File: src/nvs_map.svh
`ifndef NVS_MAP_SVH
`define NVS_MAP_SVH

// timebase: one tick per microsecond at 100 MHz
`define NVS_CLK_MHZ 100
`define NVS_TICK_CYCLES (`NVS_CLK_MHZ)
// times in microseconds
`define NVS_WPT_US 150
`define NVS_CER_US 120000
`define NVS_REC_US 200000
// check interval in hours, and ticks per hour
`define NVS_CHECK_HOURS 24
`define NVS_US_PER_HOUR 3600000000
// one tick per microsecond, so each time in ticks equals its microsecond value
`define NVS_WPT_TICKS (`NVS_WPT_US)
`define NVS_CER_TICKS (`NVS_CER_US)
`define NVS_REC_TICKS (`NVS_REC_US)
`define NVS_CHECK_TICKS (64'd`NVS_US_PER_HOUR * `NVS_CHECK_HOURS)
// select decode: one-hot, active low
`define NVS_SEL_W 2
`define NVS_CS_W 4
`define NVS_CS_IDLE 4'hF

`endif

File: src/nvs_pkg.sv
package nvs_pkg;
  typedef enum logic [1:0] {
    NVS_NORMAL = 2'b00,
    NVS_DRAIN = 2'b01,
    NVS_PROTECT = 2'b10,
    NVS_RECOVER = 2'b11
  } nvs_state_type;

  typedef enum logic [1:0] {
    NVS_RST_HOLD = 2'b00,
    NVS_RST_TIMING = 2'b01,
    NVS_RST_RELEASED = 2'b10
  } nvs_rst_state_type;
endpackage

File: src/nvs_supervisor.sv
`timescale 1ns/100ps
// Functional notes
// - with supply valid and enable low, exactly one gated enable goes low
// - normally gated enables follow enable; enable high drives all four high
// - power fail forces all gated enables high, write-protecting memories
// - an access already running at power fail may finish first
// - access unfinished at write-protect timeout is cut off unconditionally
// - trip level chosen by static threshold-select input
// - after supply returns, enables held high for enable recovery time
// - reset output driven low within write-protect timeout of power fail
// - reset held low for reset recovery time once supply valid
// - reset output is open drain
// - battery checked at power-up and every 24 hours while powered
// - failing check asserts active-low battery-low output
// - battery-low stays until a later check passes
// - no battery check or status change during battery backup
// - battery-low output is open drain
// - backed supply switches to battery below switchover level
`include "nvs_map.svh"
module nvs_supervisor
  import nvs_pkg::*;
#(
  parameter int TICK_CYCLES = `NVS_TICK_CYCLES,
  parameter int WPT_TICKS = `NVS_WPT_TICKS,
  parameter int CER_TICKS = `NVS_CER_TICKS,
  parameter int REC_TICKS = `NVS_REC_TICKS,
  parameter longint CHECK_TICKS = `NVS_CHECK_TICKS
) (
  input wire logic clk,
  input wire logic rst_n,
  input wire logic cs_n,
  input wire logic [`NVS_SEL_W-1:0] sel,
  input wire logic trip_level_sel,
  input wire logic below_trip_hi,
  input wire logic below_trip_lo,
  input wire logic below_switchover,
  input wire logic battery_weak,
  output logic [`NVS_CS_W-1:0] gated_cs_n,
  output logic reset_out,
  output logic reset_oe_n,
  output logic battery_low_out,
  output logic battery_low_oe_n,
  output logic battery_to_backed_supply,
  output nvs_pkg::nvs_state_type gating_state,
  output logic trip_level_used
);
  import nvs_pkg::*;

  // --------------------------------------------------------------
  // input synchronisers
  // --------------------------------------------------------------
  logic [6:0] raw_in;
  logic [6:0] syn_in;
  // bit order matters: the slices below pick the fields back out
  assign raw_in = {
    cs_n,
    sel,
    trip_level_sel,
    below_trip_hi,
    below_trip_lo,
    below_switchover
  };

  // safe value: enable high, supply failing, battery connected
  nvs_sync #(.WIDTH(7)) u_sync (
    .clk(clk),
    .rst_n(rst_n),
    .async_in(raw_in),
    .reset_value(7'h4F),
    .sync_out(syn_in)
  );

  logic cs_n_s;
  logic [1:0] sel_s;
  logic ths_s;
  logic fail_s;
  logic so_s;
  assign cs_n_s = syn_in[6];
  assign sel_s = syn_in[5:4];
  assign ths_s = syn_in[3];
  assign so_s = syn_in[0];
  // select high takes the upper comparator, low the lower one
  assign fail_s = ths_s ? syn_in[2] : syn_in[1];

  // battery comparator on its own synchroniser; no check runs before
  // the main inputs are primed, so its safe value is never used
  logic weak_s;
  nvs_sync #(.WIDTH(1)) u_weak_sync (
    .clk(clk),
    .rst_n(rst_n),
    .async_in(battery_weak),
    .reset_value(1'b0),
    .sync_out(weak_s)
  );

  // --------------------------------------------------------------
  // timebase
  // --------------------------------------------------------------
  logic [15:0] tick_cnt_reg;
  logic [15:0] tick_cnt_next;
  logic tick;
  assign tick = (tick_cnt_reg == 16'(TICK_CYCLES - 1));

  // --------------------------------------------------------------
  // helpers
  // --------------------------------------------------------------
  function automatic logic [31:0] count_down(input logic [31:0] v, input logic t);
    count_down = (t && v != 32'h0) ? v - 32'h1 : v;
  endfunction

  function automatic logic [3:0] decode_cs(input logic en_n, input logic [1:0] s);
    decode_cs = `NVS_CS_IDLE;
    if (!en_n) begin
      decode_cs[s] = 1'b0;
    end
  endfunction

  // --------------------------------------------------------------
  // enable gating machine
  // --------------------------------------------------------------
  nvs_state_type state_reg;
  nvs_state_type state_next;
  logic [31:0] gate_cnt_reg;
  logic [31:0] gate_cnt_next;
  logic [3:0] cs_reg;
  logic [3:0] cs_next;

  always_comb begin
    state_next = state_reg;
    gate_cnt_next = count_down(gate_cnt_reg, tick);
    tick_cnt_next = tick ? 16'h0 : tick_cnt_reg + 16'h1;
    cs_next = `NVS_CS_IDLE;
    case (state_reg)
      NVS_NORMAL: begin
        if (fail_s) begin
          gate_cnt_next = 32'(WPT_TICKS);
          state_next = cs_reg != `NVS_CS_IDLE ? NVS_DRAIN : NVS_PROTECT;
          cs_next = cs_n_s ? `NVS_CS_IDLE : cs_reg;
        end else begin
          cs_next = decode_cs(cs_n_s, sel_s);
        end
      end
      NVS_DRAIN: begin
        // hold the running access steady; only its end or timeout stops it
        if (cs_n_s || gate_cnt_reg == 32'h0) begin
          state_next = NVS_PROTECT;
        end else begin
          cs_next = cs_reg;
        end
      end
      NVS_PROTECT: begin
        if (!fail_s) begin
          gate_cnt_next = 32'(CER_TICKS);
          state_next = NVS_RECOVER;
        end
      end
      NVS_RECOVER: begin
        if (fail_s) begin
          state_next = NVS_PROTECT;
        end else if (gate_cnt_reg == 32'h0) begin
          state_next = NVS_NORMAL;
        end
      end
      default: begin
        state_next = NVS_PROTECT;
      end
    endcase
  end

  always_ff @(posedge clk or negedge rst_n) begin
    if (!rst_n) begin
      state_reg <= NVS_PROTECT;
      gate_cnt_reg <= 32'h0;
      cs_reg <= `NVS_CS_IDLE;
      tick_cnt_reg <= 16'h0;
    end else begin
      state_reg <= state_next;
      gate_cnt_reg <= gate_cnt_next;
      cs_reg <= cs_next;
      tick_cnt_reg <= tick_cnt_next;
    end
  end

  // --------------------------------------------------------------
  // power-on reset
  // --------------------------------------------------------------
  nvs_rst_state_type rs_reg;
  nvs_rst_state_type rs_next;
  logic [31:0] rec_cnt_reg;
  logic [31:0] rec_cnt_next;
  logic rst_oe_n_reg;
  logic rst_oe_n_next;

  always_comb begin
    rs_next = rs_reg;
    rec_cnt_next = count_down(rec_cnt_reg, tick);
    case (rs_reg)
      NVS_RST_HOLD: begin
        if (!fail_s) begin
          rec_cnt_next = 32'(REC_TICKS);
          rs_next = NVS_RST_TIMING;
        end
      end
      NVS_RST_TIMING: begin
        if (fail_s) begin
          rs_next = NVS_RST_HOLD;
        end else if (rec_cnt_reg == 32'h0) begin
          rs_next = NVS_RST_RELEASED;
        end
      end
      NVS_RST_RELEASED: begin
        if (fail_s) begin
          rs_next = NVS_RST_HOLD;
        end
      end
      default: begin
        rs_next = NVS_RST_HOLD;
      end
    endcase
    // pulls low unless released; one edge after fail is seen, far within the timeout
    rst_oe_n_next = rs_next == NVS_RST_RELEASED;
  end

  always_ff @(posedge clk or negedge rst_n) begin
    if (!rst_n) begin
      rs_reg <= NVS_RST_HOLD;
      rec_cnt_reg <= 32'h0;
      rst_oe_n_reg <= 1'b0;
    end else begin
      rs_reg <= rs_next;
      rec_cnt_reg <= rec_cnt_next;
      rst_oe_n_reg <= rst_oe_n_next;
    end
  end

  // --------------------------------------------------------------
  // battery monitor
  // --------------------------------------------------------------
  logic [63:0] chk_cnt_reg;
  logic [63:0] chk_cnt_next;
  logic powered_reg;
  logic powered_next;
  logic bl_oe_n_reg;
  logic bl_oe_n_next;
  logic so_reg;
  logic so_next;
  logic check;

  always_comb begin
    powered_next = !so_s && !fail_s;
    so_next = so_s;
    check = 1'b0;
    chk_cnt_next = chk_cnt_reg;
    bl_oe_n_next = bl_oe_n_reg;
    if (!so_s && !fail_s) begin
      if (!powered_reg || chk_cnt_reg == 64'h0) begin
        check = 1'b1;
        // a full interval of ticks, so periodic checks are never closer than it
        chk_cnt_next = 64'(CHECK_TICKS);
      end else if (tick) begin
        chk_cnt_next = chk_cnt_reg - 64'h1;
      end
    end
    if (check) begin
      bl_oe_n_next = !weak_s;
    end
  end

  always_ff @(posedge clk or negedge rst_n) begin
    if (!rst_n) begin
      chk_cnt_reg <= 64'h0;
      powered_reg <= 1'b0;
      bl_oe_n_reg <= 1'b1;
      so_reg <= 1'b1;
    end else begin
      chk_cnt_reg <= chk_cnt_next;
      powered_reg <= powered_next;
      bl_oe_n_reg <= bl_oe_n_next;
      so_reg <= so_next;
    end
  end

  // --------------------------------------------------------------
  // outputs
  // --------------------------------------------------------------
  logic ths_reg;
  always_ff @(posedge clk or negedge rst_n) begin
    if (!rst_n) begin
      ths_reg <= 1'b0;
    end else begin
      ths_reg <= ths_s;
    end
  end

  assign gated_cs_n = cs_reg;
  assign reset_out = 1'b0;
  assign reset_oe_n = rst_oe_n_reg;
  assign battery_low_out = 1'b0;
  assign battery_low_oe_n = bl_oe_n_reg;
  assign battery_to_backed_supply = so_reg;
  assign gating_state = state_reg;
  assign trip_level_used = ths_reg;
endmodule

File: src/nvs_sync.sv
`timescale 1ns/100ps
module nvs_sync #(
  parameter int WIDTH = 1
) (
  input wire logic clk,
  input wire logic rst_n,
  input wire logic [WIDTH-1:0] async_in,
  input wire logic [WIDTH-1:0] reset_value,
  output logic [WIDTH-1:0] sync_out
);
  logic [WIDTH-1:0] meta_reg;
  logic [WIDTH-1:0] meta_next;
  logic [WIDTH-1:0] sync_reg;
  logic [WIDTH-1:0] sync_next;
  logic primed_reg;
  logic primed2_reg;

  always_comb begin
    meta_next = async_in;
    sync_next = meta_reg;
  end

  // reset value is a constant at the ports where it is used
  always_ff @(posedge clk or negedge rst_n) begin
    if (!rst_n) begin
      meta_reg <= '0;
      sync_reg <= '0;
      primed_reg <= 1'b0;
      primed2_reg <= 1'b0;
    end else begin
      meta_reg <= meta_next;
      sync_reg <= sync_next;
      primed_reg <= 1'b1;
      primed2_reg <= primed_reg;
    end
  end

  // until two edges have passed, present the safe value
  assign sync_out = primed2_reg ? sync_reg : reset_value;
endmodule
File: config.mk
export PLATFORM = sky130hd
export DESIGN_NAME = nvs_supervisor
export DESIGN_NICKNAME = d
export VERILOG_FILES = /design/src/nvs_pkg.sv /design/src/nvs_supervisor.sv /design/src/nvs_sync.sv
export VERILOG_INCLUDE_DIRS = /design/src /design/src/src
export SDC_FILE = /design/constraint.sdc
export NUM_CORES = 1
export LEC_CHECK = 0
export BUFFER_PORTS_ARGS = -buffer_cell sky130_fd_sc_hd__buf_2
export CAP_MARGIN = 20
export CORE_MARGIN = 1.5
export CORE_UTILIZATION = 29
export DETAILED_ROUTE_END_ITERATION = 10
export PLACE_DENSITY = 0.47
export SLEW_MARGIN = 10
export SYNTH_ARGS = -nofsm -noshare
export SYNTH_HDL_FRONTEND = slang
export SYNTH_SLANG_ARGS = --single-unit
File: constraint.sdc
create_clock -name clk -period 3.06 [get_ports clk]
set_input_delay 0 -clock clk [delete_from_list [all_inputs] [get_ports clk]]
set_output_delay 0 -clock clk [all_outputs]
set_load 0.05 [all_outputs]
# ---- Word level (Yosys, flattened, before mapping)
# Cells that the tools add are included.
dict set report word_totals {
  reg_bits 175
  latch_bits 0
  mem_bits_rw 0
  rom_bits 0
  in_bits 10
  out_inout_bits 12
  elab_cells 93
  n_memories 0
}
dict set report classes {
  add_sub_neg 4
  mul 0
  n_div 0
  order_cmp 2
  eq_ne 13
  n_shift 0
  muxes 34
  n_bitwise 1
  reduce_logical 21
}
# cell count
set op_table {}
lappend op_table {{two-way mux 32 bit} 6}
lappend op_table {{two-way mux 64 bit} 2}
lappend op_table {{logical NOT 32 bit} 2}
lappend op_table {{logical NOT 64 bit} 1}
lappend op_table {{case mux 32 bit (2 select lines)} 1}
lappend op_table {{nonzero test 32 bit} 2}
lappend op_table {{subtractor 32 x 1 -> 32 bit, second input constant} 2}
lappend op_table {{subtractor 64 x 1 -> 64 bit, second input constant} 1}
lappend op_table {{two-way mux 2 bit} 10}
lappend op_table {{adder 16 x 1 -> 16 bit, second input constant} 1}
lappend op_table {{equality test 16 x 7 -> 1 bit, second input constant} 1}
lappend op_table {{two-way mux 16 bit} 1}
lappend op_table {{two-way mux 4 bit} 4}
lappend op_table {{equality test 2 bit, second input constant} 4}
lappend op_table {{case mux 2 bit (4 select lines)} 1}
lappend op_table {{case mux 4 bit (2 select lines)} 1}
lappend op_table {{two-way mux 7 bit} 1}
lappend op_table {{inequality test 2 bit, second input constant} 3}
lappend op_table {{inequality test 3 bit, second input constant} 2}
lappend op_table {{case mux 2 bit (3 select lines)} 1}
lappend op_table {{two-way mux 1 bit} 5}
lappend op_table {{equality test 2 x 1 -> 1 bit, second input constant} 2}
lappend op_table {{logical AND 1 bit} 4}
lappend op_table {{logical NOT 1 bit} 4}
lappend op_table {{other kinds (10)} 13}

# ---- Logic depth before layout (Yosys ltp)
# Gate-level depths: netlist (run 1).
dict set report logic_depth {
  word_depth 9
  mapped_depth 11
}

# ---- By module
# Synthesis (run 1) repeated with hierarchy kept, for this count alone.
dict set report hier_totals {
  cells_unflattened 870
  hier_area_um2 8723.4
}
# module n_inst cells_each area_each_um2 seq_area_each_um2
set by_module_without_submodules {}
lappend by_module_without_submodules {nvs_supervisor 1 839 8084.0 3937.5}
lappend by_module_without_submodules {{nvs_sync (u_sync)} 1 25 520.5 400.4}
lappend by_module_without_submodules {{nvs_sync (u_weak_sync)} 1 6 118.9 100.1}

# ---- Least setup slack after synthesis (run 1)
# Ideal clock, no wire load.
dict set report synth_timing {
  path_kind {reg2reg}
  startpoint {reg chk_cnt_reg[42]}
  endpoint {reg chk_cnt_reg[54]}
  arrival_time_ns 2.776
  setup_slack_ns 0.165
  path_stages_with_launch 11
  n_path_buf 4
  synth_period_minus_slack_ns 2.895
  path_cell_list {dfrtp_1 > or4_4 > or4_4 > or3_1 > buf_6 > o31ai_4 > and2_1 > buf_4 > buf_6 > buf_12 > nor2_2}
}
dict set report synth_between {
  elab_chain_cells 4
  elab_cells_between_ends 7
  cone_classes {add/sub (1); mux (2); reduce/logical (4)}
}
# item line_no
set synth_rtl {}
lappend synth_rtl {{from (decl)} nvs_supervisor.sv:239} ;# logic [63:0] chk_cnt_reg;
lappend synth_rtl {{from (signal assigned)} nvs_supervisor.sv:276} ;# chk_cnt_reg <= chk_cnt_next;
lappend synth_rtl {{parallel branches: the longest is 4 deep, another holds subtractor 64 x 1 -> 64 bit} --}
# Several ways; the timed one is not identified. The select of a mux whose other input is x is not followed.
# A chain may end at the register's enable or synchronous reset.

# ---- Worst setup path after layout (run 1)
dict set report layout_timing {
  startpoint {reg chk_cnt_reg[42]}
  endpoint {reg chk_cnt_reg[60]}
}
# The elaborated chain is that of the path after synthesis.

==> flow_summary.yaml, run 1 <==
run_status:
  status: "completed"
pwr:
  total_power_uw: 4650
  p_per_area_nw_per_um2: 469
  power.leakage_uw: 0.00410
  vdd_drop_max_mv: 0.343
route:
  vias: 6159
  ant_nets: 0
  routed_wirelength_mm: 18.3
  first_iter_violations: 287
  routed_via_density: 4.73
  dr.pass1.iters: 4
  drc: 0
  wl_per_cell_um: 14.1
grt:
  grt_max_degree: 85
  grt_pass1_vias: 6301
  grt_first_pass_wirelength_mm: 31.8
  antenna_found_initial: 0
  grt_use_total_pct: 12.8
  overflow: 0
place:
  portBuffers: 19
  dp_hpwl_mm: 12.3
  place_congestion: 0.750
worst_setup_path:
  ff2ff_setup_slack_ps: 250
  end_kind: "flip-flop"
  critPathRequiredTime_ps: 3380
  cp-endpoint: "chk_cnt_reg[60]"
  critPathMaxFanout: 4
  timing.rr.start: "chk_cnt_reg[42]"
  rr_endpoint: "chk_cnt_reg[60]"
  r2r_cells: 6
  worstPathArrival_ps: 3130
  crit_path_start: "chk_cnt_reg[42]"
  start_kind: "flip-flop"
  worstSetupPathType: "flip-flop to flip-flop"
cts:
  cts_buffer_depth: 2
  cts-root-buf: "clkbuf_16"
  cts_buffers: 17
  cts_resized: 0
  clk_pin_slew_ps: 70
  cts_setup_buffers: 0
  cts-htree-levels: 4
  worstSkewPairLatency_ps: 430
  holdBufCountCts: 9
  cts.sinks: 175
  cts_tree: "yes"
synth:
  synth-seq-cells: 175
  synthXorXnorAreaFrac_pct: 13.0
  syn_inst: 856
  synthSimpleGateAreaFrac_pct: 28.2
  muxShareOfSynthArea_pct: 0.367
  synth-compound-area-share_pct: 3.74
  ys_seq_area_share_pct: 51.4
  ys_warn_count: 0
  syn_area_per_cell_um2: 9.97
  synth_fa_ha_area_share_pct: 0.733
  yosys_most_used_dff: "dfrtp_1"
  async_flop_share_pct: 100
  synth-edff-count: 0
  syn-cell-area_um2: 8530
  synth_top_family_by_area: "simple AND/OR/NAND/NOR gates"
  synth_cell_types: 53
floorplan:
  io_pins: 22
  start_util_pct: 29.6
  chipHeight_um: 175
  num_rows: 62
  fp.dieArea_um2: 30500
  core_um2: 28900
  die_w_um: 175
layout:
  area_growth_pct: 16.3
  fill_cells: 2945
  drive_gt1_share_pct: 13.0
  nets: 920
  antennaDiodeCount: 0
  largest_reg_flops: 64
timing:
  clock_skew_ps: 11.6
  period_share_pct: 91.8
  tightest_slew_ps: 867
  slew_viol_final: 0
  slew_headroom_pct: 41.8
  fin_setup_tns_ps: 0
  hold_violations: 0
  max_freq_ghz: 0.356
  setup_violations: 0
  rsz0062_at_grt: "no"
  fin_crit_ps: 2810
run:
  drv_cap: 0
min_path:
  hold_path_class: "primary input to flip-flop"
[critical path, cell delays in order, from the launching register on]
cell and delay, ps:
dfrtp_1 390, or4_4 550, or4_4 530, or3_1 470
or4_1 550, xor2_1 170, nor2_2 40
[kinds of logic (layout without fill, tap and decap cells)]
group,Yosys count,in the layout
buffers and inverters,42,103
AND/OR/NAND/NOR,453,453
AO/OA/AOI/OAI,49,49
flip-flops,175,175
multiplexers,3,3
XOR/XNOR,127,127
adder cells (fa/ha/maj),5,5
other,2,3
[synth_stat cells, types with 19 or more instances]
cell	number	share of area, %
dfrtp_1	168	49
nor2_1	131	5.8
xnor2_1	82	8.4
nand2_1	56	2.5
nor4_1	56	4.1
xor2_1	45	4.6
nor3_1	42	2.5
or3_1	25	1.8
or4_1	25	2.2
nand3_1	24	1.4
clkbuf_1	23	1.0
a21oi_1	19	1.1
[layer usage]
metal  up-vias  GRT usage [%]  wire (um)
li1       3094              -          -
met1      3002           18.4       9610
met5         -              0          0
met3        17           2.71        358
met4         0           3.77        236
met2        46           19.3       8110
[report_power, final]
| group | internal [uW] | switching, uW |
|---|---|---|
| registers | 2330 | 14.9 |
| clock network | 1150 | 980 |
| logic | 44.6 | 123 |
[how the worst min path moves through the flow]
stage | from | endpoint | slack (ps) | depth (start not counted)
global route | sel[0] | u_sync.meta_reg[4] | 190 | 2
CTS | sel[1] | u_sync.meta_reg[5] | 180 | 2
finish | sel[0] | u_sync.meta_reg[4] | 210 | 2
detailed placement | sel[1] | u_sync.meta_reg[5] | 110 | 1
floorplan | rst_n | chk_cnt_reg[0] | -300 | 0
global placement | sel[1] | u_sync.meta_reg[5] | 110 | 1
[cells in the final DEF (no fill, tap or decap), types with 8 or more instances in the layout]
master,Yosys,final
dfrtp_1,168,168
nor2_1,131,131
xnor2_1,82,82
nand2_1,56,56
nor4_1,56,56
xor2_1,45,45
nor3_1,42,41
buf_4,3,30
or4_1,25,25
or3_1,25,25
nand3_1,24,24
a21oi_1,19,19
buf_2,3,18
clkbuf_16,0,17
nand4_1,15,15
nand2b_1,11,11
inv_1,10,10
and3_1,10,10
o21ai_0,10,10
nor2_2,10,10
dlygate4sd3_1,0,9
nand3b_1,8,8
[per-stage QoR]
step / setup slack [ps] / utilization (%) / hold slack (ps) / cell area (um2) / std cells
after CTS: 250 / 34.4 / 182 / 9920 / 1302
final: 252 / 34.4 / 206 / 9920 / 1302
after floorplan: 165 / - / -296 / 8540 / 857
after detailed placement: 262 / 32.1 / 110 / 9260 / 1261
after global placement: 263 / 32.1 / 108 / 9260 / 1261
after global routing: 16.1 / 34.4 / 191 / 9920 / 1302
[cell type report]
cell class	instances	area [um2]	share of cell area [%]
tap	384	480	4.84
clock inverter	14	133	1.34
multi-input combinational	640	3960	39.9
timing repair buffer	61	479	4.83
clock buffer	18	439	4.43
sequential	175	4390	44.2
inverter	10	37.5	0.378
(Power assumes the default switching activity.)
==> run 2, diff against run 1 <==
--- a/config.mk
+++ b/config.mk
@@ -6,6 +6,7 @@
 export SDC_FILE = /design/constraint.sdc
 export NUM_CORES = 1
 export LEC_CHECK = 0
+export ABC_AREA = 1
 export BUFFER_PORTS_ARGS = -buffer_cell sky130_fd_sc_hd__buf_2
 export CAP_MARGIN = 20
 export CORE_MARGIN = 1.5
==> run 2 against run 1 <==
Sequential share of layout area decreased by 6.0 points. Worst setup slack better by 340 ps. First-iteration DRC count grew 91%. Worst hold slack got worse by 88 ps. Critical path type unchanged. Routed wire length increased by 47%. Area after synthesis is 19% higher. Via count is 43% higher.
==> flow_summary.yaml, run 2 <==
synth:
  ys_seq_area_share_pct: 43.4
  yosysTopAreaCellShare_pct: 41.6
  synth_most_common_cell: "nand2_1"
  synth_cell_types: 46
  synth-edff-count: 0
  async_flop_share_pct: 100
  syn_inst: 1417
  yosysTopAreaCell: "dfrtp_1"
  yosys_most_used_dff: "dfrtp_1"
  syn-cell-area_um2: 10100
  syn_area_per_cell_um2: 7.14
  synthTopCellsByArea: "dfrtp_1 42%, nand2_1 13%, nor2_1 13%, inv_1 4.9%, nand3_1 3.9%"
  synth-seq-cells: 175
  ys_warn_count: 0
  netlist_top_cells_count: "350 x nand2_1, 344 x nor2_1, 168 x dfrtp_1, 132 x inv_1, 78 x nand3_1"
cts:
  cts_buffers: 17
  cts_tree: "yes"
  cts_resized: 0
  cts-root-buf: "clkbuf_16"
  holdBufCountCts: 9
  cts.sinks: 175
  clk_pin_slew_ps: 80
  worstSkewPairLatency_ps: 450
  cts_buffer_depth: 2
  cts-htree-levels: 4
  cts_setup_buffers: 0
timing:
  setup_violations: 0
  fin_ws_ps: 587
  fin_setup_tns_ps: 0
  period_share_pct: 80.8
  tightest_slew_ps: 923
  clock_skew_ps: 17.6
  slew_viol_final: 0
  fin_crit_ps: 2470
  slew_headroom_pct: 38.5
  rsz0062_at_grt: "no"
  max_freq_ghz: 0.404
  hold_violations: 0
layout:
  fill_cells: 3727
  final_common_cell: "nand2_1"
  multiInputGateArea_um2: 5060
  largest_reg_flops: 64
  drive_gt1_share_pct: 7.37
  antennaDiodeCount: 0
  seqCellArea_um2: 4390
  nets: 1467
  final_cell_mix: "350 x nand2_1, 344 x nor2_1, 168 x dfrtp_1, 132 x inv_1, 78 x nand3_1"
  area_growth_pct: 13.5
place:
  pre_cts_ws_ps: 609
  portBuffers: 19
  place_congestion: 0.854
  dp_hpwl_mm: 19.8
route:
  first_iter_violations: 549
  wl_per_cell_um: 14.0
  routed_wirelength_mm: 26.9
  vias: 8798
  drc: 0
  routed_via_density: 4.58
  dr.pass1.iters: 7
  ant_nets: 0
pwr:
  vdd_drop_max_mv: 0.410
  sw_frac_of_total_pct: 31.5
  power.switching_uw: 1800
  pwr-share-seq_pct: 44.2
  power.leakage_uw: 0.00573
  comb_power_share_pct: 13.6
  pwr-share-clk_pct: 42.3
  p_per_area_nw_per_um2: 497
  p_int_uw: 3910
worst_setup_path:
  worstSetupPathType: "flip-flop to flip-flop"
  cp-endpoint: "gate_cnt_reg[9]"
  rr_endpoint: "gate_cnt_reg[9]"
  r2r_cells: 9
  end_kind: "flip-flop"
  critPathRequiredTime_ps: 3400
  start_kind: "flip-flop"
  ff2ff_setup_slack_ps: 590
  worstPathArrival_ps: 2810
  timing.rr.start: "gate_cnt_reg[0]"
  crit_path_start: "gate_cnt_reg[0]"
  critPathMaxFanout: 15
grt:
  antenna_found_initial: 0
  overflow: 0
  grt_first_pass_wirelength_mm: 45.0
  grt_pass1_vias: 8722
  grt_max_degree: 92
  grt_use_total_pct: 15.8
floorplan:
  io_pins: 22
  start_util_pct: 29.4
  num_rows: 68
  die_w_um: 190
  chipHeight_um: 190
  fp.dieArea_um2: 36000
  core_um2: 34500
min_path:
  hold_path_class: "primary input to asynchronous set/reset pin"
run_status:
  status: "completed"
run:
  drv_cap: 0
[run 2: cell types whose count changed after synthesis, sizes merged, moves of 11 or more]
cell and delta:
o21ai +42, nand3 +55, or3 -25, nand2b -11
nand4 +17, nor2 +222, xnor2 -59, nor3 -11
a21oi +20, or4 -28, clkbuf -18, inv +131
nor4 -51, nand2 +302
[run 2: layer usage]
layer | wire length [um] | GRT usage, %
met3 | 677 | 2.43
met1 | 13800 | 21.9
met4 | 448 | 5.31
met5 | 0 | 0
met2 | 12000 | 25.2
[run 2: logic make-up (layout without fill, tap and decap cells)]
logic type	Yosys count	count (layout)	share of synthesized area [%]
AND/OR/NAND/NOR	897	897	37.9
flip-flops	175	175	43.4
buffers and inverters	165	212	6.63
AO/OA/AOI/OAI	109	109	5.90
XOR/XNOR	64	64	5.54
adder cells (fa/ha/maj)	5	5	0.618
other	2	3	0.0742
[run 2: stage by stage]
step / hold slack [ps] / std cells / util [%] / power [uW] / area [um2]
floorplan: -296 / 1418 / - / 3080 / 10100
global route: 158 / 1920 / 33.3 / 6000 / 11500
finish: 118 / 1920 / 33.3 / 5710 / 11500
detailed placement: 109 / 1879 / 31.1 / 3330 / 10700
CTS: 146 / 1920 / 33.3 / 5800 / 11500
global placement: 108 / 1879 / 31.1 / 3320 / 10700
[run 2: layout make-up]
type	count	share of cell area (%)
timing repair buffer	38	2.34
inverter	142	4.64
clock inverter	15	2.08
tap	455	4.96
clock buffer	17	3.70
multi-input combinational	1078	44.1
sequential	175	38.2
[run 2: worst min-delay path by stage]
stage,from,end,cells after the start
2_1_floorplan,rst_n,chk_cnt_reg[0],0
3_3_place_gp,below_trip_lo,u_sync.meta_reg[1],1
3_5_place_dp,below_trip_lo,u_sync.meta_reg[1],1
4_1_cts,battery_weak,u_weak_sync.meta_reg,2
5_1_grt,below_trip_lo,u_sync.meta_reg[1],2
6_report,rst_n,chk_cnt_reg[43],2
[run 2: power by group through the flow]
stage	Clock [uW]	Combinational (uW)	Sequential, uW
2_1_floorplan	0	485	2600
5_1_grt	2570	891	2540
4_1_cts	2500	782	2520
3_5_place_dp	0	768	2560
6_report	2410	774	2520
3_3_place_gp	0	761	2560
[run 2: worst max-delay path: stages, from the launching register on]
cell     delay [ps]
dfrtp_1         380
inv_1           150
ha_1            270
nand2_1         110
nor2_2          260
nand4_1         270
nand2_1         440
inv_2           210
o21ai_0         220
nor2_1           60
